===== src/design/bmcs_pkg.sv =====
// Package with register map, field layout and resource codes for the compare-swap control block.
package bmcs_pkg;
	// ==========================================================
	// Register offsets (byte addresses).
	localparam logic [7:0] OFF_CONTROL  = 8'h14;
	localparam logic [7:0] OFF_IRQ_STAT = 8'h40;
	localparam logic [7:0] OFF_IRQ_MASK = 8'h44;
	localparam logic [7:0] OFF_ACTIVITY = 8'h48;
	// ==========================================================
	// Field layout of the control register.
	localparam int DONE_BIT = 31;
	localparam int SEL_LSB  = 0;
	localparam int SEL_W    = 2;
	// ==========================================================
	// Reset values.
	localparam logic       DONE_RESET = 1'h1;
	localparam logic [1:0] SEL_RESET  = 2'h0;
	// ==========================================================
	// Interrupt status layout: bit 0 is compare-swap finished.
	localparam int IRQ_DONE_BIT = 0;
	// ==========================================================
	// AXI responses.
	localparam logic [1:0] RESP_OKAY   = 2'h0;
	localparam logic [1:0] RESP_SLVERR = 2'h2;
	// ==========================================================
	// Resource selector codes.
	typedef enum logic [1:0] {
		BMCS_BUS_MANAGER_ID        = 2'h0,
		BMCS_BANDWIDTH_AVAILABLE   = 2'h1,
		BMCS_CHANNELS_AVAILABLE_HI = 2'h2,
		BMCS_CHANNELS_AVAILABLE_LO = 2'h3
	} bmcs_resource_e;
endpackage


===== src/design/bmcs_ctrl.sv =====
// Compare-swap control register with AXI4-Lite slave and completion interrupt.
//
// Our own choice: register access over AXI4-Lite.
`timescale 1ns/1ps
// Contract
// - Host reaches bus-management resources only through compare-swap operations steered here.
// - Register governs the operation and chooses the resource it acts on.
// - Completion flag in bit 31 is set when a compare-swap finishes.
// - Any host write to the register clears the completion flag; here a finish in the same cycle wins and leaves the flag set.
// - Bits 30 down to 2 read as zero.
// - Selector 00 manager id, 01 bandwidth, 10 channels high, 11 channels low.
module bmcs_ctrl (
	input  wire logic        i_clock,
	input  wire logic        i_rst,
	input  wire logic [7:0]  i_awaddr,
	input  wire logic        i_awvalid,
	output logic             o_awready,
	input  wire logic [31:0] i_wdata,
	input  wire logic [3:0]  i_wstrb,
	input  wire logic        i_wvalid,
	output logic             o_wready,
	output logic [1:0]       o_bresp,
	output logic             o_bvalid,
	input  wire logic        i_bready,
	input  wire logic [7:0]  i_araddr,
	input  wire logic        i_arvalid,
	output logic             o_arready,
	output logic [31:0]      o_rdata,
	output logic [1:0]       o_rresp,
	output logic             o_rvalid,
	input  wire logic        i_rready,
	input  wire logic        i_swap_done,
	output logic             o_swap_start,
	output logic [3:0]       o_resource_onehot,
	output logic [1:0]       o_target_resource_select,
	output logic             o_irq
);
	// ==========================================================
	// Decoding.
	function automatic logic [3:0] bmcs_onehot(input logic [1:0] sel);
		bmcs_onehot = 4'h1 << sel;
	endfunction

	logic        compare_swap_done_reg;
	logic [1:0]  target_resource_select_reg;
	logic        irq_stat_reg;
	logic        irq_mask_reg;
	logic        aw_held_reg;
	logic        w_held_reg;
	logic [7:0]  awaddr_reg;
	logic [31:0] wdata_reg;
	logic [3:0]  wstrb_reg;

	wire         aw_take   = i_awvalid & o_awready;
	wire         w_take    = i_wvalid & o_wready;
	wire         aw_have   = aw_held_reg | aw_take;
	wire         w_have    = w_held_reg | w_take;
	wire         wr_fire   = aw_have & w_have & ~o_bvalid;
	wire [7:0]   wr_addr   = aw_held_reg ? awaddr_reg : i_awaddr;
	wire [31:0]  wr_data   = w_held_reg ? wdata_reg : i_wdata;
	wire [3:0]   wr_strb   = w_held_reg ? wstrb_reg : i_wstrb;
	wire         wr_ctrl   = wr_fire & (wr_addr == bmcs_pkg::OFF_CONTROL);
	wire         wr_stat   = wr_fire & (wr_addr == bmcs_pkg::OFF_IRQ_STAT);
	wire         wr_mask   = wr_fire & (wr_addr == bmcs_pkg::OFF_IRQ_MASK);
	wire         wr_known  = wr_ctrl | wr_stat | wr_mask;
	wire         rd_fire   = i_arvalid & o_arready;
	wire         rd_known  = (i_araddr == bmcs_pkg::OFF_CONTROL) |
	                         (i_araddr == bmcs_pkg::OFF_IRQ_STAT) |
	                         (i_araddr == bmcs_pkg::OFF_IRQ_MASK) |
	                         (i_araddr == bmcs_pkg::OFF_ACTIVITY);
	// Middle bits are hard zero so they can never read back as anything else.
	wire [31:0]  ctrl_view = {compare_swap_done_reg, 29'h0000_0000,
	                          target_resource_select_reg};
	wire [31:0]  rd_value  =
		(i_araddr == bmcs_pkg::OFF_CONTROL)  ? ctrl_view :
		(i_araddr == bmcs_pkg::OFF_IRQ_STAT) ? {31'h0000_0000, irq_stat_reg} :
		(i_araddr == bmcs_pkg::OFF_IRQ_MASK) ? {31'h0000_0000, irq_mask_reg} :
		(i_araddr == bmcs_pkg::OFF_ACTIVITY) ? {31'h0000_0000, ~compare_swap_done_reg} :
		32'h0000_0000;
	// Selector updates only when its byte lane is enabled; the flag clears on any control-register write.
	wire [1:0]   sel_next  = (wr_ctrl & wr_strb[0]) ?
	                         wr_data[bmcs_pkg::SEL_LSB +: bmcs_pkg::SEL_W] :
	                         target_resource_select_reg;
	// Hardware set wins over the write clear so a finish is never lost.
	wire         done_next = i_swap_done ? 1'b1 :
	                         (wr_ctrl ? 1'b0 : compare_swap_done_reg);
	wire         stat_next = i_swap_done ? 1'b1 :
	                         ((wr_stat & wr_strb[0] & wr_data[bmcs_pkg::IRQ_DONE_BIT]) ?
	                          1'b0 : irq_stat_reg);

	// ==========================================================
	// Write channel.
	always_ff @(posedge i_clock) begin
		if (i_rst) begin
			aw_held_reg <= 1'b0;
			w_held_reg  <= 1'b0;
			awaddr_reg  <= 8'h00;
			wdata_reg   <= 32'h0000_0000;
			wstrb_reg   <= 4'h0;
			o_awready   <= 1'b0;
			o_wready    <= 1'b0;
			o_bvalid    <= 1'b0;
			o_bresp     <= 2'h0;
		end else begin
			if (aw_take) begin
				awaddr_reg <= i_awaddr;
			end
			if (w_take) begin
				wdata_reg <= i_wdata;
				wstrb_reg <= i_wstrb;
			end
			aw_held_reg <= aw_have & ~wr_fire;
			w_held_reg  <= w_have & ~wr_fire;
			// Readies drop for a cycle after every offer: one idle cycle is traded
			// for readies that stay registered and never see a combinational path.
			o_awready   <= ~aw_have & ~o_bvalid & ~wr_fire & ~o_awready;
			o_wready    <= ~w_have & ~o_bvalid & ~wr_fire & ~o_wready;
			if (wr_fire) begin
				o_bvalid <= 1'b1;
				o_bresp  <= wr_known ? bmcs_pkg::RESP_OKAY : bmcs_pkg::RESP_SLVERR;
			end else if (i_bready) begin
				o_bvalid <= 1'b0;
			end
		end
	end

	// ==========================================================
	// Read channel.
	always_ff @(posedge i_clock) begin
		if (i_rst) begin
			o_arready <= 1'b0;
			o_rvalid  <= 1'b0;
			o_rdata   <= 32'h0000_0000;
			o_rresp   <= 2'h0;
		end else begin
			o_arready <= ~o_rvalid & ~o_arready & ~rd_fire;
			if (rd_fire) begin
				o_rvalid <= 1'b1;
				o_rdata  <= rd_value;
				o_rresp  <= rd_known ? bmcs_pkg::RESP_OKAY : bmcs_pkg::RESP_SLVERR;
			end else if (i_rready) begin
				o_rvalid <= 1'b0;
			end
		end
	end

	// ==========================================================
	// Control, status and interrupt.
	// A write to the control register launches the operation on the chosen resource.
	always_ff @(posedge i_clock) begin
		if (i_rst) begin
			compare_swap_done_reg      <= bmcs_pkg::DONE_RESET;
			target_resource_select_reg <= bmcs_pkg::SEL_RESET;
			irq_stat_reg               <= 1'b0;
			irq_mask_reg               <= 1'b0;
			o_swap_start               <= 1'b0;
			o_target_resource_select   <= bmcs_pkg::SEL_RESET;
			o_resource_onehot          <= 4'h1;
			o_irq                      <= 1'b0;
		end else begin
			compare_swap_done_reg      <= done_next;
			target_resource_select_reg <= sel_next;
			irq_stat_reg               <= stat_next;
			if (wr_mask & wr_strb[0]) begin
				irq_mask_reg <= wr_data[bmcs_pkg::IRQ_DONE_BIT];
			end
			o_swap_start             <= wr_ctrl;
			o_target_resource_select <= sel_next;
			o_resource_onehot        <= bmcs_onehot(sel_next);
			o_irq                    <= stat_next & (wr_mask & wr_strb[0] ?
			                            wr_data[bmcs_pkg::IRQ_DONE_BIT] : irq_mask_reg);
		end
	end

	// ==========================================================
	// Checks.
	chk_done_sets: assert property (@(posedge i_clock) disable iff (i_rst)
		i_swap_done |=> compare_swap_done_reg)
		else $error("completion flag not set after finish");
	chk_write_clears: assert property (@(posedge i_clock) disable iff (i_rst)
		(wr_ctrl && !i_swap_done) |=> !compare_swap_done_reg)
		else $error("completion flag survived a write");
	chk_mid_zero: assert property (@(posedge i_clock) disable iff (i_rst)
		(rd_fire && i_araddr == bmcs_pkg::OFF_CONTROL) |=> (o_rdata[30:2] == 29'h0000_0000))
		else $error("reserved bits read nonzero");
	chk_sel_decode: assert property (@(posedge i_clock) disable iff (i_rst)
		o_resource_onehot == (4'h1 << o_target_resource_select))
		else $error("resource decode mismatch");
	chk_start_pulse: assert property (@(posedge i_clock) disable iff (i_rst)
		wr_ctrl |=> o_swap_start ##1 !o_swap_start || $past(wr_ctrl, 1) == 1'b0)
		else $error("start pulse malformed");
	chk_sel_store: assert property (@(posedge i_clock) disable iff (i_rst)
		(wr_ctrl && wr_strb[0]) |=> target_resource_select_reg == $past(wr_data[1:0]))
		else $error("selector not stored");
	// Each answer comes one cycle after its request and leaves once it is taken.
	chk_wr_answer: assert property (@(posedge i_clock) disable iff (i_rst)
		wr_fire |=> o_bvalid)
		else $error("write answer missing");
	chk_one_write: assert property (@(posedge i_clock) disable iff (i_rst)
		wr_fire |=> !wr_fire)
		else $error("second write accepted while answer pending");
	chk_bvalid_drop: assert property (@(posedge i_clock) disable iff (i_rst)
		(o_bvalid && i_bready) |=> !o_bvalid)
		else $error("write answer stayed after it was taken");
	chk_rd_answer: assert property (@(posedge i_clock) disable iff (i_rst)
		rd_fire |=> o_rvalid)
		else $error("read answer missing");
	chk_rvalid_drop: assert property (@(posedge i_clock) disable iff (i_rst)
		(o_rvalid && i_rready) |=> !o_rvalid)
		else $error("read answer stayed after it was taken");
	chk_flag_read: assert property (@(posedge i_clock) disable iff (i_rst)
		(rd_fire && i_araddr == bmcs_pkg::OFF_CONTROL) |=>
		(o_rdata[bmcs_pkg::DONE_BIT] == $past(compare_swap_done_reg)))
		else $error("completion flag read back wrong");
	chk_flag_holds: assert property (@(posedge i_clock) disable iff (i_rst)
		(!i_swap_done && !wr_ctrl) |=> $stable(compare_swap_done_reg))
		else $error("completion flag changed without cause");
	chk_sel_kept: assert property (@(posedge i_clock) disable iff (i_rst)
		!(wr_ctrl && wr_strb[0]) |=> $stable(target_resource_select_reg))
		else $error("selector changed without a write");
	chk_stat_sets: assert property (@(posedge i_clock) disable iff (i_rst)
		i_swap_done |=> irq_stat_reg)
		else $error("finish not recorded in interrupt status");
	chk_irq_level: assert property (@(posedge i_clock) disable iff (i_rst)
		o_irq == (irq_stat_reg & irq_mask_reg))
		else $error("interrupt output disagrees with status and mask");
endmodule // bmcs_ctrl


===== config.mk =====
export PLATFORM = sky130hd
export DESIGN_NAME = bmcs_ctrl
export DESIGN_NICKNAME = d
export VERILOG_FILES = /design/src/design/bmcs_pkg.sv /design/src/design/bmcs_ctrl.sv
export SDC_FILE = /design/constraint.sdc
export NUM_CORES = 1
export LEC_CHECK = 0
export BUFFER_PORTS_ARGS = -buffer_cell sky130_fd_sc_hd__buf_2
export CORE_ASPECT_RATIO = 0.9
export CORE_MARGIN = 2
export CORE_UTILIZATION = 40
export CTS_BUF_LIST = sky130_fd_sc_hd__clkbuf_2 sky130_fd_sc_hd__clkbuf_4 sky130_fd_sc_hd__clkbuf_8
export DETAILED_ROUTE_END_ITERATION = 8
export GPL_ROUTABILITY_DRIVEN = 0
export PLACE_DENSITY = 0.8
export SETUP_SLACK_MARGIN = 0.05
export SYNTH_ARGS = -nofsm -noshare
export SYNTH_HDL_FRONTEND = slang
export SYNTH_SLANG_ARGS = --single-unit

===== constraint.sdc =====
create_clock -name i_clock -period 2.4 [get_ports i_clock]
set_input_delay 0.36 -clock i_clock [delete_from_list [all_inputs] [get_ports i_clock]]
set_output_delay 0.36 -clock i_clock [all_outputs]
set_load 0.1 [all_outputs]

# ---- Word-level counts from Yosys, hierarchy flattened
# Index checks and enable logic that the tools add are counted.
dict set report totals {
  in_bits 60
  reg_bits 65
}
dict set report classes {
  bitwise_logic 40
  n_shift 1
  n_reduce_logical 3
  n_eq_ne 7
  mux 17
}
# op n
set ops {}
lappend ops {{equality test 8 x 7 -> 1 bit, second input constant} 5}
lappend ops {{two-way mux 32 bit} 1}
lappend ops {{AND 1 bit} 23}
lappend ops {{equality test 8 x 5 -> 1 bit, second input constant} 2}
lappend ops {{two-way mux 1 bit} 11}
lappend ops {{NOT 1 bit} 10}
lappend ops {{two-way mux 2 bit} 4}
lappend ops {{two-way mux 8 bit} 1}
lappend ops {{bitwise OR 1 bit} 7}
lappend ops {{nonzero test 2 bit} 2}
lappend ops {{left shift 1 x 2 -> 4 bit, first input constant} 1}
lappend ops {{OR reduction 2 bit} 1}

# ---- Longest topological paths before layout
# Gate-level depths: netlist (run 1).
dict set report depth {
  depth_word 10
  mapped_depth 6
}

# ---- Least setup slack after synthesis (run 1)
# OpenSTA, ideal clock, no wires.
dict set report synth_path {
  path_kind {flip-flop to flip-flop}
  startpoint {reg o_awready}
  endpoint {reg o_irq}
  stages_incl_launch_ff 6
  setup_slack_ns -0.159
  path_buffers 1
  arrival_ns 2.438
  cell_sequence {dfxtp_1 a21oi_1 a2111oi_4 buf_6 or3b_1 mux2_4}
}
dict set report synth_between {
  elab_chain_len 10
  word_cells_on_any_way 13
  classes_between {mux: 3; bitwise: 10}
}
# item line
set synth_lines {}
lappend synth_lines {{start: declaration} bmcs_ctrl.sv:17} ;# output logic o_awready,
lappend synth_lines {{start signal: assignment} bmcs_ctrl.sv:116} ;# o_awready <= ~aw_have & ~o_bvalid & ~wr_fire & ~o_awready;
lappend synth_lines {{AND 1 bit (*)} bmcs_ctrl.sv:54} ;# wire aw_take = i_awvalid & o_awready;
lappend synth_lines {{bitwise OR 1 bit (*)} bmcs_ctrl.sv:56} ;# wire aw_have = aw_held_reg | aw_take;
lappend synth_lines {{AND 1 bit (*) (2 in a row)} bmcs_ctrl.sv:58} ;# wire wr_fire = aw_have & w_have & ~o_bvalid;
lappend synth_lines {{AND 1 bit} bmcs_ctrl.sv:63} ;# wire wr_stat = wr_fire & (wr_addr == bmcs_pkg::OFF_IRQ_STAT);
lappend synth_lines {{AND 1 bit (2 in a row)} bmcs_ctrl.sv:88} ;# ((wr_stat & wr_strb[0] & wr_data[bmcs_pkg::IRQ_DONE_BIT]) ?
lappend synth_lines {{two-way mux 1 bit} bmcs_ctrl.sv:88}
lappend synth_lines {{two-way mux 1 bit} bmcs_ctrl.sv:87} ;# wire stat_next = i_swap_done ? 1'b1 :
lappend synth_lines {{AND 1 bit (*)} bmcs_ctrl.sv:170} ;# o_irq <= stat_next & (wr_mask & wr_strb[0] ?
lappend synth_lines {{end signal: assignment} bmcs_ctrl.sv:170}
lappend synth_lines {{end: declaration} bmcs_ctrl.sv:36} ;# output logic o_irq
# Mark *: on every way between the ends. The rest lies on a longest branch, timed or not.
# A chain may end at the register's enable or synchronous reset.

# ---- Final worst setup path (run 1)
dict set report layout_path {
  startpoint {reg aw_held_reg}
  endpoint {reg o_irq}
}
dict set report layout_between {
  elab_chain_len 9
  word_cells_on_any_way 15
  classes_between {eq/ne: 2; mux: 4; bitwise: 9}
}
# item line
set layout_lines {}
lappend layout_lines {{start: declaration} bmcs_ctrl.sv:48} ;# logic aw_held_reg;
lappend layout_lines {{start signal: assignment} bmcs_ctrl.sv:112} ;# aw_held_reg <= aw_have & ~wr_fire;
lappend layout_lines {{bitwise OR 1 bit} bmcs_ctrl.sv:56}
lappend layout_lines {{AND 1 bit (2 in a row)} bmcs_ctrl.sv:58}
lappend layout_lines {{AND 1 bit} bmcs_ctrl.sv:63}
lappend layout_lines {{AND 1 bit (2 in a row)} bmcs_ctrl.sv:88}
lappend layout_lines {{two-way mux 1 bit} bmcs_ctrl.sv:88}
lappend layout_lines {{two-way mux 1 bit} bmcs_ctrl.sv:87}
lappend layout_lines {{AND 1 bit (*)} bmcs_ctrl.sv:170}
# Marks and branches as above.

==> flow_results.xml, run 1 <==
<?xml version="1.0" encoding="UTF-8"?>
<metrics>
  <group name="finish">
    <metric name="insertedDiodeCount" unit="">0</metric>
    <metric name="design.final.nets" unit="">307</metric>
    <metric name="drive_above_1_share" unit="%">25.0</metric>
    <metric name="synthToLayoutAreaGrowth" unit="%">13.2</metric>
    <metric name="largest_reg_flops" unit="">8</metric>
    <metric name="n_fill_cell" unit="">437</metric>
    <metric name="finish.utilization" unit="%">48.1</metric>
  </group>
  <group name="yosys">
    <metric name="yosys.area_share.xor_xnor" unit="%">0</metric>
    <metric name="post_synth_instance_area" unit="mm²">0.00178</metric>
    <metric name="synth-async-reset-ratio" unit="%">0</metric>
    <metric name="mux_cell_area_share_after_synthesis" unit="%">5.63</metric>
    <metric name="synth-edff-count" unit="">0</metric>
    <metric name="synthDominantAreaCellType" unit="">sky130_fd_sc_hd__dfxtp_1</metric>
    <metric name="ys.flop_type" unit="">sky130_fd_sc_hd__dfxtp_1</metric>
    <metric name="synth_cell_types" unit="">47</metric>
    <metric name="synth_most_common_cell" unit="">sky130_fd_sc_hd__dfxtp_1</metric>
    <metric name="synth.top_cells.by_count" unit="">sky130_fd_sc_hd__dfxtp_1, sky130_fd_sc_hd__buf_4, sky130_fd_sc_hd__nand2_1</metric>
    <metric name="synth_top_family_by_area" unit="">simple AND/OR/NAND/NOR gates</metric>
    <metric name="postSynthAreaPerCell" unit="µm²">8.67</metric>
    <metric name="synthesis.instances" unit="">205</metric>
    <metric name="synth-adder-area-share" unit="%">0</metric>
    <metric name="postSynthRegisterBits" unit="">34</metric>
    <metric name="synthDominantCellAreaShare" unit="%">38.3</metric>
    <metric name="synth_top_cells_by_area" unit="">sky130_fd_sc_hd__dfxtp_1, sky130_fd_sc_hd__buf_4, sky130_fd_sc_hd__a21oi_1, sky130_fd_sc_hd__nand2_1, sky130_fd_sc_hd__nand3_1</metric>
    <metric name="yosysWarnings" unit="">0</metric>
    <metric name="synth_compound_area_share" unit="%">15.8</metric>
    <metric name="simple_gate_share_of_the_synthesized_area" unit="%">23.2</metric>
    <metric name="register_area_share_after_synthesis" unit="%">38.3</metric>
  </group>
  <group name="floorplanning">
    <metric name="floorplan.core_area" unit="mm²">0.00418</metric>
    <metric name="die_w" unit="µm">74.3</metric>
    <metric name="floorplan.initialDensity" unit="%">42.5</metric>
    <metric name="num_rows" unit="">22</metric>
    <metric name="num_io_pins" unit="">109</metric>
    <metric name="die_area" unit="mm²">0.00499</metric>
    <metric name="fp.dieH" unit="µm">67.3</metric>
  </group>
  <group name="global_routing">
    <metric name="number_of_antenna_violations_at_the_first_check_in_global_routing" unit="">0</metric>
    <metric name="grt_max_degree" unit="">37</metric>
    <metric name="global_route.overflow_total" unit="">0</metric>
    <metric name="number_of_global_route_vias_before_repair" unit="">1250</metric>
    <metric name="grt_first_pass_wirelength" unit="µm">5260</metric>
    <metric name="gr-usage-all-layers" unit="%">13.9</metric>
  </group>
  <group name="min_path">
    <metric name="worst_hold_class" unit="">input port to register</metric>
  </group>
  <group name="sta">
    <metric name="post-route-period-util" unit="%">88.4</metric>
    <metric name="setup_tns" unit="ns">0</metric>
    <metric name="setup_viol_count_final" unit="">0</metric>
    <metric name="grt_setup_unrepaired" unit="">false</metric>
    <metric name="min_period" unit="ns">2.12</metric>
    <metric name="max_slew.worst_pin.slew" unit="ns">0.608</metric>
    <metric name="relSlewSlack" unit="%">58.3</metric>
    <metric name="fin_skew" unit="ns">0.00445</metric>
    <metric name="hold_viol" unit="">0</metric>
    <metric name="final-max-slew-violation-count" unit="">0</metric>
    <metric name="maxClockFrequency" unit="MHz">471</metric>
  </group>
  <group name="routing">
    <metric name="drt_iter0_markers" unit="">73</metric>
    <metric name="via_per_inst" unit="">4.89</metric>
    <metric name="avgRoutedWirePerCell" unit="µm">11.3</metric>
    <metric name="drtAntennaViolNets" unit="">0</metric>
    <metric name="route.final.wire_length" unit="µm">3470</metric>
    <metric name="post-route-drc-count" unit="">0</metric>
    <metric name="drt-pass1-iter-count" unit="">4</metric>
    <metric name="via_count" unit="">1506</metric>
  </group>
  <group name="placed_design">
    <metric name="detailed_place_hpwl" unit="µm">2580</metric>
    <metric name="port-buffer-count" unit="">44</metric>
  </group>
  <group name="clock_tree">
    <metric name="numCtsBuffers" unit="">5</metric>
    <metric name="cts_buffer_depth" unit="">2</metric>
    <metric name="cts.reportedPaths.clkPinSlew" unit="ns">0.06</metric>
    <metric name="tritoncts_num_sinks" unit="">34</metric>
    <metric name="post_cts_hold_buffer_count" unit="">0</metric>
    <metric name="post-cts-setup-buffer-count" unit="">0</metric>
    <metric name="cts-resized-gates" unit="">0</metric>
    <metric name="cts_tree" unit="">built</metric>
    <metric name="source_to_sink_clock_delay_at_the_later_pin_of_the_worst_skew_pair" unit="ns">0.28</metric>
    <metric name="cts-root-buf" unit="">sky130_fd_sc_hd__clkbuf_8</metric>
    <metric name="htreeDepth" unit="">2</metric>
  </group>
  <group name="power">
    <metric name="swShare" unit="%">39.7</metric>
    <metric name="netSwitchingPower" unit="W">0.000592</metric>
    <metric name="peak_supply_drop" unit="V">0.000354</metric>
    <metric name="cellInternalPower" unit="W">0.000900</metric>
    <metric name="power.leakage" unit="nW">0.854</metric>
    <metric name="combinationalPowerShare" unit="%">29.4</metric>
    <metric name="p_per_area" unit="mW/mm²">741</metric>
    <metric name="power_frac_seq" unit="%">41.5</metric>
    <metric name="part_of_the_total_power_dissipated_in_the_clock_network" unit="%">29.0</metric>
  </group>
  <group name="worst_setup_path">
    <metric name="timing_worst_setup_path_type" unit="">register to register</metric>
    <metric name="arrival_time_reported_for_the_critical_path_endpoint" unit="ns">2.29</metric>
    <metric name="timing.critical_path.fanout_max" unit="">5</metric>
    <metric name="cp-end-kind" unit="">register</metric>
    <metric name="crit_path_start_kind" unit="">register</metric>
    <metric name="worstPathRequired" unit="ns">2.57</metric>
  </group>
  <group name="outcome">
    <metric name="run_status" unit="">finished, final reports clean</metric>
  </group>
  <group name="job">
    <metric name="drv_cap" unit="">0</metric>
  </group>
</metrics>
[layout make-up]
cell class	instances	area, µm²	share of cell area [%]
repair buffers	46	235	11.7
inverters	4	15.0	0.746
clock buffers	7	90.1	4.47
clock inverters	1	5.00	0.249
multi-input cells	156	910	45.2
well taps	60	75.1	3.73
flip-flops and latches	34	683	33.9
[placed cells by master (no fill, tap or decap), drive strengths merged, types with 2 or more instances in the layout]
cell	netlist	final
buf	34	46
dfxtp	34	34
conb	1	31
nand2	21	21
a21oi	20	20
nand3	11	11
nor2	8	8
clkbuf	7	7
nor3	6	6
nand2b	5	5
nand4	5	5
mux2	5	5
nor4b	4	4
mux2i	4	4
inv	4	4
nor4	4	4
nor3b	2	2
a311oi	2	2
a211oi	2	2
or3	2	2
a211o	2	2
o21ai	2	2
[cell families after synthesis]
logic type | after synthesis
buffers and inverters | 45
muxes | 9
and+or+nand+nor | 76
AOI/OAI and AO/OA | 40
DFF | 34
other | 1
[per-stage QoR]
stage          setup slack, ns  total power (W)  cell area [µm²]  instances  hold slack, ns
2_1_floorplan            0.174          0.00105             1890        235           0.431
3_3_place_gp             0.100          0.00106             1920        300           0.434
6_report                 0.278          0.00149             2010        308           0.323
4_1_cts                  0.272          0.00151             2010        308           0.313
3_5_place_dp            0.0950          0.00107             1920        300           0.444
5_1_grt                  0.204          0.00156             2010        308           0.331
[per-layer routing]
metal	share of wire, %	GRT usage [%]	vias up
met3	5.4	5.67	4
met2	46	21.8	51
met5	0	0	-
met4	0.61	5.80	0
met1	48	17.0	688
li1	-	-	763
[worst max-delay path: stages, from the launching register on]
cell	delay (ns)
sky130_fd_sc_hd__dfxtp_1	0.38
sky130_fd_sc_hd__or4b_1	0.51
sky130_fd_sc_hd__a2111oi_4	0.38
sky130_fd_sc_hd__or3b_1	0.43
sky130_fd_sc_hd__mux2_4	0.31
[power groups by stage]
stage	Combinational, W	Clock [W]	Sequential, W
floorplan	0.000350	0	0.000702
global placement	0.000434	0	0.000631
detailed placement	0.000438	0	0.000631
CTS	0.000439	0.000448	0.000619
global route	0.000459	0.000477	0.000623
finish	0.000439	0.000433	0.000619
[final timing paths]
check / from / to / slack (ns) / cells after the start
max: aw_held_reg$_SDFF_PP0_ / o_irq$_SDFF_PP0_ / 0.28 / 4
min: i_swap_done / compare_swap_done_reg$_SDFFE_PP1N_ / 0.32 / 2
max reg2reg: aw_held_reg$_SDFF_PP0_ / o_irq$_SDFF_PP0_ / 0.28 / 4
min reg2reg: o_rvalid$_SDFFE_PP0P_ / o_arready$_SDFF_PP0_ / 0.45 / 1
Note: power is estimated with default switching activity, not from simulation.
==> inputs of run 2 (changes only) <==
--- a/config.mk
+++ b/config.mk
@@ -7,7 +7,7 @@
 export LEC_CHECK = 0
 export BUFFER_PORTS_ARGS = -buffer_cell sky130_fd_sc_hd__buf_2
 export CORE_ASPECT_RATIO = 0.9
-export CORE_MARGIN = 2
+export CORE_MARGIN = 3
 export CORE_UTILIZATION = 40
 export CTS_BUF_LIST = sky130_fd_sc_hd__clkbuf_2 sky130_fd_sc_hd__clkbuf_4 sky130_fd_sc_hd__clkbuf_8
 export DETAILED_ROUTE_END_ITERATION = 8
==> run 2 against run 1 <==
  * Design area stayed put
  * Hold slack worse by 0.020 ns
  * First-iteration DRC count is 19% lower
  * Total power is 0.78% higher
  * Global-route usage is 0.32 points higher
  * Flip-flop and latch count stayed put
  * Setup slack worse by 0.034 ns
  * Sequential power hardly changed
  * Die area is 5.7% higher
  * Via count is 0.73% lower
==> flow_results.xml, run 2 (synthesis results as in run 1) <==
<?xml version="1.0" encoding="UTF-8"?>
<metrics>
  <group name="worst_setup_path">
    <metric name="timing_worst_setup_path_type" unit="">register to register</metric>
    <metric name="timing.critical_path.fanout_max" unit="">5</metric>
    <metric name="arrival_time_reported_for_the_critical_path_endpoint" unit="ns">2.34</metric>
    <metric name="crit_path_start_kind" unit="">register</metric>
    <metric name="cp-end-kind" unit="">register</metric>
    <metric name="worstPathRequired" unit="ns">2.58</metric>
  </group>
  <group name="global_routing">
    <metric name="gr-usage-all-layers" unit="%">14.3</metric>
    <metric name="global_route.overflow_total" unit="">0</metric>
    <metric name="grt_busiest_layer" unit="">met2</metric>
    <metric name="grt_util_met1" unit="%">18.0</metric>
    <metric name="grt_max_degree" unit="">37</metric>
    <metric name="number_of_antenna_violations_at_the_first_check_in_global_routing" unit="">0</metric>
    <metric name="number_of_global_route_vias_before_repair" unit="">1326</metric>
    <metric name="grt_first_pass_wirelength" unit="µm">6040</metric>
    <metric name="met2_track_demand_over_resource_in_global_routing" unit="%">21.4</metric>
    <metric name="global_route.usage.met3" unit="%">4.29</metric>
  </group>
  <group name="finish">
    <metric name="insertedDiodeCount" unit="">0</metric>
    <metric name="final_cell_count_no_fill" unit="">308</metric>
    <metric name="mostFrequentLayoutCells" unit="">sky130_fd_sc_hd__buf_2, sky130_fd_sc_hd__dfxtp_1, sky130_fd_sc_hd__conb_1</metric>
    <metric name="layout.cells.most_common" unit="">sky130_fd_sc_hd__buf_2</metric>
    <metric name="largest_reg_flops" unit="">8</metric>
    <metric name="synthToLayoutAreaGrowth" unit="%">13.2</metric>
    <metric name="design.final.nets" unit="">307</metric>
    <metric name="drive_above_1_share" unit="%">25.0</metric>
  </group>
  <group name="clock_tree">
    <metric name="source_to_sink_clock_delay_at_the_later_pin_of_the_worst_skew_pair" unit="ns">0.29</metric>
    <metric name="cts-root-buf" unit="">sky130_fd_sc_hd__clkbuf_8</metric>
    <metric name="post_cts_hold_buffer_count" unit="">0</metric>
    <metric name="cts_buffer_depth" unit="">2</metric>
    <metric name="tritoncts_num_sinks" unit="">34</metric>
    <metric name="cts_tree" unit="">built</metric>
    <metric name="post-cts-setup-buffer-count" unit="">0</metric>
    <metric name="cts-resized-gates" unit="">0</metric>
    <metric name="numCtsBuffers" unit="">5</metric>
    <metric name="htreeDepth" unit="">2</metric>
    <metric name="cts.reportedPaths.clkPinSlew" unit="ns">0.07</metric>
  </group>
  <group name="power">
    <metric name="p_per_area" unit="mW/mm²">747</metric>
    <metric name="power.leakage" unit="nW">0.854</metric>
    <metric name="peak_supply_drop" unit="V">0.000346</metric>
  </group>
  <group name="sta">
    <metric name="grt_setup_unrepaired" unit="">false</metric>
    <metric name="post-route-period-util" unit="%">89.8</metric>
    <metric name="setup_viol_count_final" unit="">0</metric>
    <metric name="setup_tns" unit="ns">0</metric>
    <metric name="max_slew.worst_pin.slew" unit="ns">0.585</metric>
    <metric name="hold_viol" unit="">0</metric>
    <metric name="maxClockFrequency" unit="MHz">464</metric>
    <metric name="min_period" unit="ns">2.16</metric>
    <metric name="final-max-slew-violation-count" unit="">0</metric>
    <metric name="relSlewSlack" unit="%">59.9</metric>
    <metric name="fin_skew" unit="ns">0.00599</metric>
  </group>
  <group name="floorplanning">
    <metric name="floorplan.initialDensity" unit="%">42.5</metric>
    <metric name="floorplan.core_area" unit="mm²">0.00418</metric>
    <metric name="num_rows" unit="">22</metric>
    <metric name="fp.dieH" unit="µm">69.3</metric>
    <metric name="num_io_pins" unit="">109</metric>
    <metric name="die_w" unit="µm">76.3</metric>
    <metric name="die_area" unit="mm²">0.00528</metric>
  </group>
  <group name="job">
    <metric name="drv_cap" unit="">0</metric>
  </group>
  <group name="routing">
    <metric name="drt_iter0_markers" unit="">59</metric>
    <metric name="post-route-drc-count" unit="">0</metric>
    <metric name="via_count" unit="">1495</metric>
    <metric name="drt-pass1-iter-count" unit="">4</metric>
    <metric name="avgRoutedWirePerCell" unit="µm">11.8</metric>
    <metric name="drtAntennaViolNets" unit="">0</metric>
    <metric name="via_per_inst" unit="">4.85</metric>
    <metric name="route.final.wire_length" unit="µm">3650</metric>
  </group>
  <group name="min_path">
    <metric name="worst_hold_class" unit="">input port to register</metric>
  </group>
  <group name="placed_design">
    <metric name="port-buffer-count" unit="">44</metric>
    <metric name="dpl.cell_count" unit="">300</metric>
    <metric name="detailed_place_hpwl" unit="µm">2670</metric>
  </group>
  <group name="outcome">
    <metric name="run_status" unit="">finished, final reports clean</metric>
  </group>
</metrics>
run 2: cell counts in the layout (fill, tap and decap cells not counted):
Identical to the previous run, type by type.
run 2: final timing paths:
path	from	endpoint	slack [ns]	cells past startpoint
worst min-delay path	i_swap_done	compare_swap_done_reg$_SDFFE_PP1N_	0.30	2
worst max-delay path	aw_held_reg$_SDFF_PP0_	o_irq$_SDFF_PP0_	0.24	4
worst min register to register	o_rvalid$_SDFFE_PP0P_	o_arready$_SDFF_PP0_	0.45	1
worst max register to register	aw_held_reg$_SDFF_PP0_	o_irq$_SDFF_PP0_	0.24	4
run 2: routing by layer:
layer	vias up	part of all wire, %
met3	10	6.9
met2	49	46
met5	-	0
li1	755	-
met1	681	45
met4	0	2.1
run 2: critical path, stage by stage (launching register included):
cell	delay [ns]
sky130_fd_sc_hd__dfxtp_1	0.40
sky130_fd_sc_hd__or4b_1	0.52
sky130_fd_sc_hd__a2111oi_4	0.38
sky130_fd_sc_hd__or3b_1	0.44
sky130_fd_sc_hd__mux2_4	0.31
run 2: layout make-up:
class / count / area, µm²
fillers: 441 / 2170
multi-input cells: 156 / 910
flip-flops and latches: 34 / 683
repair buffers: 46 / 235
clock buffers: 7 / 90.1
well taps: 60 / 75.1
inverters: 4 / 15.0
clock inverters: 1 / 5.00
run 2: metrics by stage:
step           total power (W)  util [%]  hold WS (ns)  worst slack [ns]  cell area (µm²)
6_report               0.00150      48.1         0.303             0.244             2010
3_5_place_dp           0.00107      45.8         0.438            0.0920             1920
3_3_place_gp           0.00106      45.8         0.433             0.102             1920
2_1_floorplan          0.00105         -         0.431             0.174             1890
4_1_cts                0.00152      48.1         0.292             0.241             2010
5_1_grt                0.00157      48.1         0.313             0.161             2010
run 2: power breakdown:
group          internal, W  switching, W  leakage (nW)
Sequential        0.000591     0.0000290         0.277
Combinational    0.0000660      0.000373         0.525
Clock             0.000242      0.000202        0.0517
